===== src/fps_consts.svh =====
// Constants of the flash program and erase sequencer.
`ifndef FPS_CONSTS_SVH
`define FPS_CONSTS_SVH
// Operation
// - Program pulse lasts 30 to 40 us.
// - Pulse is 57 or 8*speed+8 bus cycles.
// - Only 1.5 to 8.0 MHz is supported.
// - One byte per pass, or a whole row.
// - A row is 32 bytes.
// - Watchdog enabled: every byte one at a time.
// - Watchdog off, one row: row method.
// - Watchdog off, spanning rows: bytes, then last row.
// - High voltage under 125 us per byte.
// - Row high voltage total stays under 4 ms.
// - Interrupts blocked, entry mask restored at end.
// - Watchdog first serviced 61 bus cycles after start.
// - Protected erase fails unless test voltage present.
// - Mass erase regains access after failed security.
// - Returns address after last programmed byte.
// - Protect register address erases all, else page.
// - Erase lasts 4 to 5.5 ms from speed.
`define FPS_REG_CTRL    4'h0
`define FPS_REG_SPEED   4'h1
`define FPS_REG_COUNT   4'h2
`define FPS_REG_ADDR_LO 4'h3
`define FPS_REG_ADDR_HI 4'h4
`define FPS_REG_DATA    4'h5
`define FPS_REG_BPR     4'h6
`define FPS_REG_STATUS  4'h7
`define FPS_REG_NEXT_LO 4'h8
`define FPS_REG_NEXT_HI 4'h9
`define FPS_CTRL_ERASE  0
`define FPS_CTRL_PROG   1
`define FPS_CTRL_WDDIS  2
`define FPS_CORE_MHZ    50
`define FPS_TICK_MOD    (`FPS_CORE_MHZ * 4)
`define FPS_PROG_SLOW   16'h0039
`define FPS_PROG_FAST   8'h07
`define FPS_PROG_ADD    16'h0008
`define FPS_ERASE_US    4400
`define FPS_HV_MAX_US   125
`define FPS_ROW_MAX_US  4000
`define FPS_WD_FIRST    61
`define FPS_WD_PERIOD   1024
`define FPS_HV_SETUP    16'h000a
`define FPS_HV_HOLD     16'h000a
`define FPS_ROW_GAP     16'h0004
`define FPS_PAGE_MASK   16'hffc0
`define FPS_ROW_SHIFT   5
`define FPS_FLASH_START 16'hc000
`define FPS_BPR_ADDR    16'hff7e
`define FPS_BPR_NONE    8'hff
`define FPS_SPEED_RST   8'h08
`endif


===== src/fps_pkg.sv =====
// Types shared by the flash sequencer modules.
package fps_pkg;
  typedef enum logic [2:0] {
    ST_IDLE  = 3'h0,
    ST_ERASE = 3'h1,
    ST_ARM   = 3'h2,
    ST_SETUP = 3'h3,
    ST_PULSE = 3'h4,
    ST_GAP   = 3'h5,
    ST_HOLD  = 3'h6
  } fps_state_t;
  typedef struct packed {
    logic        hv;
    logic        erase;
    logic        mass;
    logic        pgm;
    logic [15:0] addr;
    logic [7:0]  data;
  } fps_flash_t;
endpackage


===== src/fps_timer.sv =====
// Down counter of bus cycles used for every timed phase.
`timescale 1ns/1ps
module fps_timer (
  input  wire logic        core_clk_i,
  input  wire logic        nrst_i,
  input  wire logic        load_i,
  input  wire logic        tick_i,
  input  wire logic [15:0] value_i,
  output logic             expired_o
);
  logic [15:0] count;
  logic [15:0] next_count;

  always_comb begin
    next_count = count;
    if (load_i) begin
      next_count = value_i;
    end else if (tick_i && count != 16'h0000) begin
      next_count = count - 16'h0001;
    end
  end

  always_ff @(posedge core_clk_i) begin
    if (!nrst_i) begin
      count <= 16'h0000;
    end else begin
      count <= next_count;
    end
  end

  assign expired_o = (count == 16'h0000);
endmodule


===== src/fps_sequencer.sv =====
// Flash program and erase sequencer with its register port.
//
// Added by the designer: the address map and the plain strobed port.
`timescale 1ns/1ps
`include "fps_consts.svh"
module fps_sequencer #(
  parameter logic [15:0] ERASE_PER_SPEED = 16'(`FPS_ERASE_US / 4),
  parameter logic [17:0] HV_MAX_CYC      = 18'(`FPS_HV_MAX_US * `FPS_CORE_MHZ),
  parameter logic [17:0] ROW_MAX_CYC     = 18'(`FPS_ROW_MAX_US * `FPS_CORE_MHZ)
) (
  input  wire logic           core_clk_i,
  input  wire logic           nrst_i,
  input  wire logic [3:0]     addr_i,
  input  wire logic [7:0]     wdata_i,
  input  wire logic           wr_i,
  input  wire logic           rd_i,
  input  wire logic           int_mask_i,
  input  wire logic           high_test_voltage_i,
  output logic [7:0]          rdata_o,
  output fps_pkg::fps_flash_t flash_o,
  output logic                wdog_kick_o,
  output logic                int_mask_o,
  output logic                busy_o,
  output logic                done_o
);
  ////////////////////////////////////////////////////////////////////////////
  logic [7:0]  speed;
  logic [7:0]  count;
  logic [15:0] base_addr;
  logic [7:0]  bpr;
  logic        wd_dis;
  logic [7:0]  wptr;
  logic        hv_s1;
  logic        hv_s2;
  logic [7:0]  mem [0:255];
  logic [7:0]  next_speed;
  logic [7:0]  next_count;
  logic [15:0] next_base_addr;
  logic [7:0]  next_bpr;
  logic        next_wd_dis;
  logic [7:0]  next_wptr;
  logic [7:0]  next_rdata;
  logic        mem_we;
  logic        go_erase;
  logic        go_prog;

  fps_pkg::fps_state_t state;
  fps_pkg::fps_state_t next_state;
  fps_pkg::fps_flash_t next_flash;
  logic [15:0] cur;
  logic [7:0]  idx;
  logic [8:0]  left;
  logic [15:0] last_row;
  logic        row_mode;
  logic        err;
  logic        done_flag;
  logic        unsecured;
  logic        op_prog;
  logic        saved_mask;
  logic [15:0] next_addr;
  logic [7:0]  acc;
  logic [9:0]  wd_cnt;
  logic        wd_first;
  logic [15:0] next_cur;
  logic [7:0]  next_idx;
  logic [8:0]  next_left;
  logic [15:0] next_last_row;
  logic        next_row_mode;
  logic        next_err;
  logic        next_done_flag;
  logic        next_unsecured;
  logic        next_op_prog;
  logic        next_saved_mask;
  logic [15:0] next_next_addr;
  logic [7:0]  next_acc;
  logic [9:0]  next_wd_cnt;
  logic        next_wd_first;
  logic        next_kick;
  logic        next_int_mask;
  logic        next_busy;
  logic        next_done;
  logic        begin_op;
  logic        finish;
  logic        tmr_load;
  logic [15:0] tmr_val;
  logic        tmr_expired;
  logic        tick;
  logic [8:0]  acc_sum;

  logic [15:0] prog_cyc;
  logic [15:0] erase_cyc;
  logic        is_mass;
  logic        prot_hit;
  logic        erase_refused;
  logic        wd_hit;

  ////////////////////////////////////////////////////////////////////////////
  // Register port. Configuration writes are ignored while busy so that the
  // parameters of a running operation cannot shift underneath it.
  always_comb begin
    next_speed     = speed;
    next_count     = count;
    next_base_addr = base_addr;
    next_bpr       = bpr;
    next_wd_dis    = wd_dis;
    next_wptr      = wptr;
    next_rdata     = 8'h00;
    mem_we         = 1'b0;
    go_erase       = 1'b0;
    go_prog        = 1'b0;
    if (wr_i && !busy_o) begin
      unique case (addr_i)
        `FPS_REG_CTRL: begin
          next_wd_dis = wdata_i[`FPS_CTRL_WDDIS];
          go_erase    = wdata_i[`FPS_CTRL_ERASE];
          go_prog     = wdata_i[`FPS_CTRL_PROG] & ~wdata_i[`FPS_CTRL_ERASE];
        end
        `FPS_REG_SPEED: next_speed = wdata_i;
        `FPS_REG_COUNT: begin
          next_count = wdata_i;
          next_wptr  = 8'h00;
        end
        `FPS_REG_ADDR_LO: next_base_addr[7:0] = wdata_i;
        `FPS_REG_ADDR_HI: next_base_addr[15:8] = wdata_i;
        `FPS_REG_DATA: begin
          mem_we    = 1'b1;
          next_wptr = 8'(wptr + 8'h01);
        end
        `FPS_REG_BPR: next_bpr = wdata_i;
        default: ;
      endcase
    end
    if (rd_i) begin
      unique case (addr_i)
        `FPS_REG_CTRL:    next_rdata = {5'h00, wd_dis, 2'h0};
        `FPS_REG_SPEED:   next_rdata = speed;
        `FPS_REG_COUNT:   next_rdata = count;
        `FPS_REG_ADDR_LO: next_rdata = base_addr[7:0];
        `FPS_REG_ADDR_HI: next_rdata = base_addr[15:8];
        `FPS_REG_DATA:    next_rdata = wptr;
        `FPS_REG_BPR:     next_rdata = bpr;
        `FPS_REG_STATUS:  next_rdata = {4'h0, unsecured, err, done_flag, busy_o};
        `FPS_REG_NEXT_LO: next_rdata = next_addr[7:0];
        `FPS_REG_NEXT_HI: next_rdata = next_addr[15:8];
        default:          next_rdata = 8'h00;
      endcase
    end
  end

  always_ff @(posedge core_clk_i) begin
    if (!nrst_i) begin
      speed     <= `FPS_SPEED_RST;
      count     <= 8'h00;
      base_addr <= 16'h0000;
      bpr       <= `FPS_BPR_NONE;
      wd_dis    <= 1'b0;
      wptr      <= 8'h00;
      rdata_o   <= 8'h00;
      hv_s1     <= 1'b0;
      hv_s2     <= 1'b0;
    end else begin
      speed     <= next_speed;
      count     <= next_count;
      base_addr <= next_base_addr;
      bpr       <= next_bpr;
      wd_dis    <= next_wd_dis;
      wptr      <= next_wptr;
      rdata_o   <= next_rdata;
      hv_s1     <= high_test_voltage_i;
      hv_s2     <= hv_s1;
    end
  end

  always_ff @(posedge core_clk_i) begin
    if (mem_we) begin
      mem[wptr] <= wdata_i;
    end
  end

  ////////////////////////////////////////////////////////////////////////////
  // Timing and erase qualification.
  assign prog_cyc = (speed < `FPS_PROG_FAST) ? `FPS_PROG_SLOW
                  : 16'({5'h00, speed, 3'h0} + `FPS_PROG_ADD);
  assign erase_cyc = 16'(ERASE_PER_SPEED * {8'h00, speed});
  assign is_mass = (base_addr == `FPS_BPR_ADDR);
  assign prot_hit = (bpr != `FPS_BPR_NONE) && (is_mass || base_addr >= {bpr, 8'h00});
  // The test voltage bypasses protection, which also opens the mass erase path.
  assign erase_refused = (base_addr < `FPS_FLASH_START) || (prot_hit && !hv_s2);
  assign wd_hit = (wd_cnt == (wd_first ? 10'(`FPS_WD_FIRST - 1) : 10'(`FPS_WD_PERIOD - 1)));
  // A fractional divider turns the core clock into bus-cycle ticks at the
  // operating frequency given by the speed parameter; out-of-range speeds
  // give timing that the flash does not tolerate.
  assign acc_sum = {1'b0, acc} + {1'b0, speed};
  assign tick = (acc_sum >= 9'(`FPS_TICK_MOD));

  fps_timer u_timer (
    .core_clk_i (core_clk_i),
    .nrst_i     (nrst_i),
    .load_i     (tmr_load),
    .tick_i     (tick),
    .value_i    (tmr_val),
    .expired_o  (tmr_expired)
  );

  ////////////////////////////////////////////////////////////////////////////
  // Sequencer. Blank check and verify are left to software.
  always_comb begin
    next_state      = state;
    next_flash      = flash_o;
    next_cur        = cur;
    next_idx        = idx;
    next_left       = left;
    next_last_row   = last_row;
    next_row_mode   = row_mode;
    next_err        = err;
    next_done_flag  = done_flag;
    next_unsecured  = unsecured;
    next_op_prog    = op_prog;
    next_saved_mask = saved_mask;
    next_next_addr  = next_addr;
    next_wd_cnt     = wd_cnt;
    next_wd_first   = wd_first;
    next_kick       = 1'b0;
    next_int_mask   = int_mask_o;
    next_busy       = busy_o;
    next_done       = 1'b0;
    begin_op        = 1'b0;
    finish          = 1'b0;
    tmr_load        = 1'b0;
    tmr_val         = 16'h0000;
    next_acc        = tick ? 8'(acc_sum - 9'(`FPS_TICK_MOD)) : acc_sum[7:0];
    if (busy_o && !wd_dis && tick) begin
      next_wd_cnt = wd_hit ? 10'h000 : 10'(wd_cnt + 10'h001);
      next_kick   = wd_hit;
      if (wd_hit) begin
        next_wd_first = 1'b0;
      end
    end
    unique case (state)
      fps_pkg::ST_IDLE: begin
        if (go_erase) begin
          next_err       = erase_refused;
          next_done_flag = erase_refused;
          next_done      = erase_refused;
          next_op_prog   = 1'b0;
          if (!erase_refused) begin
            begin_op         = 1'b1;
            next_state       = fps_pkg::ST_ERASE;
            next_flash.hv    = 1'b1;
            next_flash.erase = 1'b1;
            next_flash.mass  = is_mass;
            next_flash.addr  = is_mass ? base_addr : (base_addr & `FPS_PAGE_MASK);
            tmr_load         = 1'b1;
            tmr_val          = erase_cyc;
          end
        end else if (go_prog) begin
          next_err       = 1'b0;
          next_op_prog   = 1'b1;
          next_done_flag = (count == 8'h00);
          next_done      = (count == 8'h00);
          next_next_addr = base_addr;
          if (count != 8'h00) begin
            begin_op      = 1'b1;
            next_state    = fps_pkg::ST_ARM;
            next_cur      = base_addr;
            next_idx      = 8'h00;
            next_left     = {1'b0, count};
            next_last_row = 16'(base_addr + {8'h00, count} - 16'h0001);
          end
        end
      end
      fps_pkg::ST_ERASE: begin
        if (tmr_expired) begin
          next_flash.hv    = 1'b0;
          next_flash.erase = 1'b0;
          next_flash.mass  = 1'b0;
          next_unsecured   = unsecured | flash_o.mass;
          finish           = 1'b1;
        end
      end
      fps_pkg::ST_ARM: begin
        // Row method only when the watchdog is off and the rest fits the last row.
        next_row_mode = wd_dis && (cur[15:`FPS_ROW_SHIFT] == last_row[15:`FPS_ROW_SHIFT]);
        next_flash.hv = 1'b1;
        next_state    = fps_pkg::ST_SETUP;
        tmr_load      = 1'b1;
        tmr_val       = `FPS_HV_SETUP;
      end
      fps_pkg::ST_SETUP, fps_pkg::ST_GAP: begin
        if (tmr_expired) begin
          next_state      = fps_pkg::ST_PULSE;
          next_flash.pgm  = 1'b1;
          next_flash.addr = cur;
          next_flash.data = mem[idx];
          tmr_load        = 1'b1;
          tmr_val         = prog_cyc;
        end
      end
      fps_pkg::ST_PULSE: begin
        if (tmr_expired) begin
          next_flash.pgm = 1'b0;
          next_cur       = 16'(cur + 16'h0001);
          next_idx       = 8'(idx + 8'h01);
          next_left      = 9'(left - 9'h001);
          tmr_load       = 1'b1;
          // Looping inside one voltage window writes every remaining byte of the last row.
          if (row_mode && left != 9'h001) begin
            next_state = fps_pkg::ST_GAP;
            tmr_val    = `FPS_ROW_GAP;
          end else begin
            next_state = fps_pkg::ST_HOLD;
            tmr_val    = `FPS_HV_HOLD;
          end
        end
      end
      fps_pkg::ST_HOLD: begin
        if (tmr_expired) begin
          // Dropping the voltage after each pass bounds it per byte and per row.
          next_flash.hv = 1'b0;
          if (left == 9'h000) begin
            next_next_addr = cur;
            finish         = 1'b1;
          end else begin
            next_state = fps_pkg::ST_ARM;
          end
        end
      end
      default: next_state = fps_pkg::ST_IDLE;
    endcase
    if (begin_op) begin
      next_busy       = 1'b1;
      next_saved_mask = int_mask_i;
      next_int_mask   = 1'b1;
      next_wd_cnt     = 10'h000;
      next_wd_first   = 1'b1;
      next_done_flag  = 1'b0;
    end
    if (finish) begin
      next_state     = fps_pkg::ST_IDLE;
      next_busy      = 1'b0;
      next_done      = 1'b1;
      next_done_flag = 1'b1;
      next_int_mask  = saved_mask;
    end
    if (!busy_o && !begin_op) begin
      next_int_mask = int_mask_i;
    end
  end

  always_ff @(posedge core_clk_i) begin
    if (!nrst_i) begin
      state       <= fps_pkg::ST_IDLE;
      flash_o     <= '0;
      cur         <= 16'h0000;
      idx         <= 8'h00;
      left        <= 9'h000;
      last_row    <= 16'h0000;
      row_mode    <= 1'b0;
      err         <= 1'b0;
      done_flag   <= 1'b0;
      unsecured   <= 1'b0;
      op_prog     <= 1'b0;
      saved_mask  <= 1'b0;
      next_addr   <= 16'h0000;
      acc         <= 8'h00;
      wd_cnt      <= 10'h000;
      wd_first    <= 1'b0;
      wdog_kick_o <= 1'b0;
      int_mask_o  <= 1'b0;
      busy_o      <= 1'b0;
      done_o      <= 1'b0;
    end else begin
      state       <= next_state;
      flash_o     <= next_flash;
      cur         <= next_cur;
      idx         <= next_idx;
      left        <= next_left;
      last_row    <= next_last_row;
      row_mode    <= next_row_mode;
      err         <= next_err;
      done_flag   <= next_done_flag;
      unsecured   <= next_unsecured;
      op_prog     <= next_op_prog;
      saved_mask  <= next_saved_mask;
      next_addr   <= next_next_addr;
      acc         <= next_acc;
      wd_cnt      <= next_wd_cnt;
      wd_first    <= next_wd_first;
      wdog_kick_o <= next_kick;
      int_mask_o  <= next_int_mask;
      busy_o      <= next_busy;
      done_o      <= next_done;
    end
  end

  ////////////////////////////////////////////////////////////////////////////
  // Checks.
  logic [15:0] h_ticks;
  logic [17:0] h_hv;
  logic [7:0]  h_ops;

  always_ff @(posedge core_clk_i) begin
    if (!nrst_i) begin
      h_ticks <= 16'h0000;
      h_hv    <= 18'h00000;
      h_ops   <= 8'h00;
    end else begin
      h_ticks <= (flash_o.pgm || flash_o.erase)
               ? 16'(h_ticks + {15'h0000, tick && !tmr_expired}) : 16'h0000;
      h_hv    <= (flash_o.hv && !flash_o.erase) ? 18'(h_hv + 18'h00001) : 18'h00000;
      h_ops   <= (busy_o && h_ops != 8'hff) ? 8'(h_ops + {7'h00, tick}) : 8'h00;
    end
  end
endmodule


===== config.mk =====
export PLATFORM = sky130hd
export DESIGN_NAME = fps_sequencer
export DESIGN_NICKNAME = d
export VERILOG_FILES = /design/src/fps_pkg.sv /design/src/fps_timer.sv /design/src/fps_sequencer.sv
export VERILOG_INCLUDE_DIRS = /design/src
export SDC_FILE = /design/constraint.sdc
export NUM_CORES = 2
export LEC_CHECK = 0
export BUFFER_PORTS_ARGS = -buffer_cell sky130_fd_sc_hd__buf_2
export CAP_MARGIN = 20
export CORE_ASPECT_RATIO = 1.5
export CORE_UTILIZATION = 45
export DETAILED_ROUTE_END_ITERATION = 16
export HOLD_SLACK_MARGIN = 0.02
export SLEW_MARGIN = 10
export SYNTH_ARGS = -nofsm -noshare
export SYNTH_HDL_FRONTEND = slang
export SYNTH_SLANG_ARGS = --single-unit

===== constraint.sdc =====
create_clock -name core_clk_i -period 3.2 [get_ports core_clk_i]
set_input_delay 0.32 -clock core_clk_i [delete_from_list [all_inputs] [get_ports core_clk_i]]
set_output_delay 0.32 -clock core_clk_i [all_outputs]
set_load 0.02 [all_outputs]

==> reports/metrics.yaml <==
power_and_ir_drop:
  irDropWorstVdd_uv: 426
  cellPowerDensity_mw_per_mm2: 569
  total_power_w: 0.0610
  power.static_leakage_nw: 34.3
die:
  dieArea_sq_mm: 0.204
  io_pins: 58
  die_h_um: 553
  die_x_um: 369
  core-area_sq_mm: 0.200
  initial_utilization_pct: 45.4
  rows: 201
clock_tree:
  cts_root_buf: "clkbuf_16"
  numCtsBuffers: 209
  cts.clk_slew.worst_paths_ns: 0.07
  cts_max_path_buffers: 4
  worstSkewPairLatency_ns: 0.87
  cts_tree: "built"
  clock_sinks: 2250
  htreeDepth: 4
sta:
  clock.fmax_mhz: 301
  layout_setup_ws_ns: -0.122
  fin_skew_ns: 0.0606
  hold_ws_ns: 0.0587
  tightest_slew_ns: 1.03
  slew_headroom_pct: 31.5
  finalSetupViolCount: 5
  final_hold_viol_count: 0
  rsz0062_at_grt: "true"
  min_period_over_period_pct: 104
  period_needed_ns: 3.32
  finalMaxSlewViolations: 0
setup_path:
  path_common_cell: "ha_4"
  required_ns: 3.91
  start_kind: "flop"
  rr_worst_depth: 15
  cp.arrival_ns: 4.04
  endpoint_kind: "flop"
  path_class: "flop to flop"
  crit_fanout: 3
  cp_slowest_cell: "fa_2"
  cpPeakStageDelay_ns: 0.45
  r2r_setup_slack_ns: -0.12
  path_cells: "inv_4 -> ha_4 -> inv_2 -> fa_2 -> inv_2 -> fa_2 -> ha_4 -> ha_4 -> nand2_4 -> o211ai_1 -> a21o_1 -> a211oi_4 -> nor3_4 -> nor3_2 -> nor4_2"
cells_and_area:
  seqCellArea_sq_mm: 0.0656
  fin_cells: 8348
  fillers: 15500
  fin_area_sq_mm: 0.107
  syn_to_final_growth_pct: 17.7
  final_layout_size_suffix_gt1_share_pct: 31.7
  fin_util_pct: 53.5
  multi_input_area_sq_mm: 0.0245
  nNetsFinal: 5668
logic_synthesis:
  yosys_warnings: 0
  synth_top_cell_area_share_pct: 67.6
  ys_ff_latch: 2250
  synthTopCellsByCount: "2048 x edfxtp_1, 641 x mux4_2, 442 x nor2_1"
  async_flop_share_pct: 0
  synth_area_leaders: "edfxtp_1 68%, mux4_2 16%, dfxtp_1 4.4%, nor2_1 1.8%, ha_1 1.3%"
  netlist_area_sq_mm: 0.0910
  dominantRegCellSynth: "edfxtp_1"
  yosys.area.top_type: "edfxtp_1"
  synth_edf_count: 2048
  syn_area_per_cell_sq_um: 18.7
  yosysSeqAreaShare_pct: 72.0
  synthesis.nets: 4972
  yosysMostFrequentCell: "edfxtp_1"
  synth_cells: 4855
  synth_cell_types: 82
placed_design:
  dp.cells: 7912
  dp_hpwl_um: 158000
  placed_cell_area_sq_mm: 0.0989
  port_buffers: 57
  place.gp.congestion: 0.898
job:
  drv_cap: 0
global_route:
  grt_pass1_vias: 49700
  antenna_found_initial: 2
  grt_pass1_wl_um: 348000
  track_usage_pct: 23.5
  grt_max_degree: 141
  grt_overflow: 0
detailed_routing:
  drcViolationCount: 4
  drtIter0Drc: 4573
  drt_wl_total_um: 240000
  wl_per_cell_um: 28.7
  dr.pass1.iters: 11
  vias: 48700
  via_per_inst: 5.83
  drtAntennaViolNets: 0
status:
  violations: "DRC, setup timing"
  status: "finished, violations left"
min_path:
  min_delay_path_depth: 1
  hp-class: "primary input to flop"
registers in the layout, indices dropped and copies added, names as in the netlist, 9 cells and up, named ones only:
name / cells
mem: 2048
flash_o: 28
base_addr: 16
cur: 16
next_addr: 16
u_timer.count: 16
last_row: 11
wd_cnt: 10
left: 9
power by group:
group          switching, W  internal (W)  total (W)
Combinational       0.00222       0.00146    0.00369
Clock                0.0107        0.0144     0.0251
Sequential         0.000126        0.0321     0.0322
worst max-delay path: cells and delay by family (launching register included):
family | cells | cell delay [ns]
flops | 1 | 0.38
compound gates | 3 | 0.59
fa+ha+maj | 5 | 1.59
simple gates | 4 | 0.53
buf+inv | 3 | 0.13
repair_timing:
action / CTS / global route
setup endpoints to repair: 32 / 49
gates resized for setup: 72 / 75
cloned: 6 / 2
setup buffers: 12 / 31
pin swaps: 23 / 32
hold endpoints to repair: 212 / 0
hold buffers: 16 / 0
per-layer routing:
layer	track usage [%]	share of wire [%]	vias to the layer above
met3	2.31	4.6	370
met4	8.57	3.9	2
met2	42.5	54	1539
met1	29.0	37	25800
met5	0	0.0075	-
li1	-	-	20900
worst paths after layout:
path	end	start
max	u_timer.count[13]	speed[6]
min	mem[209][7]	wdata_i[7]
max reg2reg	u_timer.count[13]	speed[6]
min reg2reg	last_row[13]	last_row[13]
through the flow:
step | setup slack, ns | setup TNS, ns
2_1_floorplan | -0.0421 | -0.0421
3_3_place_gp | -0.258 | -2.08
3_5_place_dp | -0.267 | -2.37
4_1_cts | -0.0999 | -0.342
5_1_grt | -0.278 | -1.22
6_report | -0.122 | -0.370
logic make-up after synthesis:
group           share of synthesized area, %
buf+inv                                 1.69
fa+ha+maj                               1.42
flops                                   72.0
mux                                     16.8
compound gates                          2.75
xor+xnor                               0.654
simple gates                            4.66
cells in the final DEF, fill, tap and decap left out, types with 29 or more instances in the layout:
master / Yosys / final
buf_12: 0 / 49
edfxtp_1: 2048 / 2048
mux2i_1: 59 / 53
nor2_1: 442 / 442
clkinv_1: 0 / 30
nor3_1: 41 / 38
nand2_1: 198 / 194
dfxtp_1: 202 / 189
xor2_1: 33 / 32
clkinv_2: 0 / 29
xnor2_1: 35 / 33
nand3_1: 125 / 124
buf_4: 14 / 606
ha_1: 92 / 76
inv_1: 90 / 85
clkbuf_16: 0 / 213
clkbuf_1: 162 / 44
mux4_2: 641 / 641
o21ai_0: 89 / 81
a21oi_1: 133 / 128
buf_2: 59 / 49
layout make-up:
cell class | instances | area share, %
well taps | 2639 | 3.08
repair buffers | 759 | 6.23
diodes | 1 | 0.00234
clock inverters | 103 | 1.11
clock buffers | 265 | 5.22
multi-input cells | 2241 | 22.8
flip-flops and latches | 2250 | 61.2
inverters | 90 | 0.320
Power figures use the tool's default switching activity.
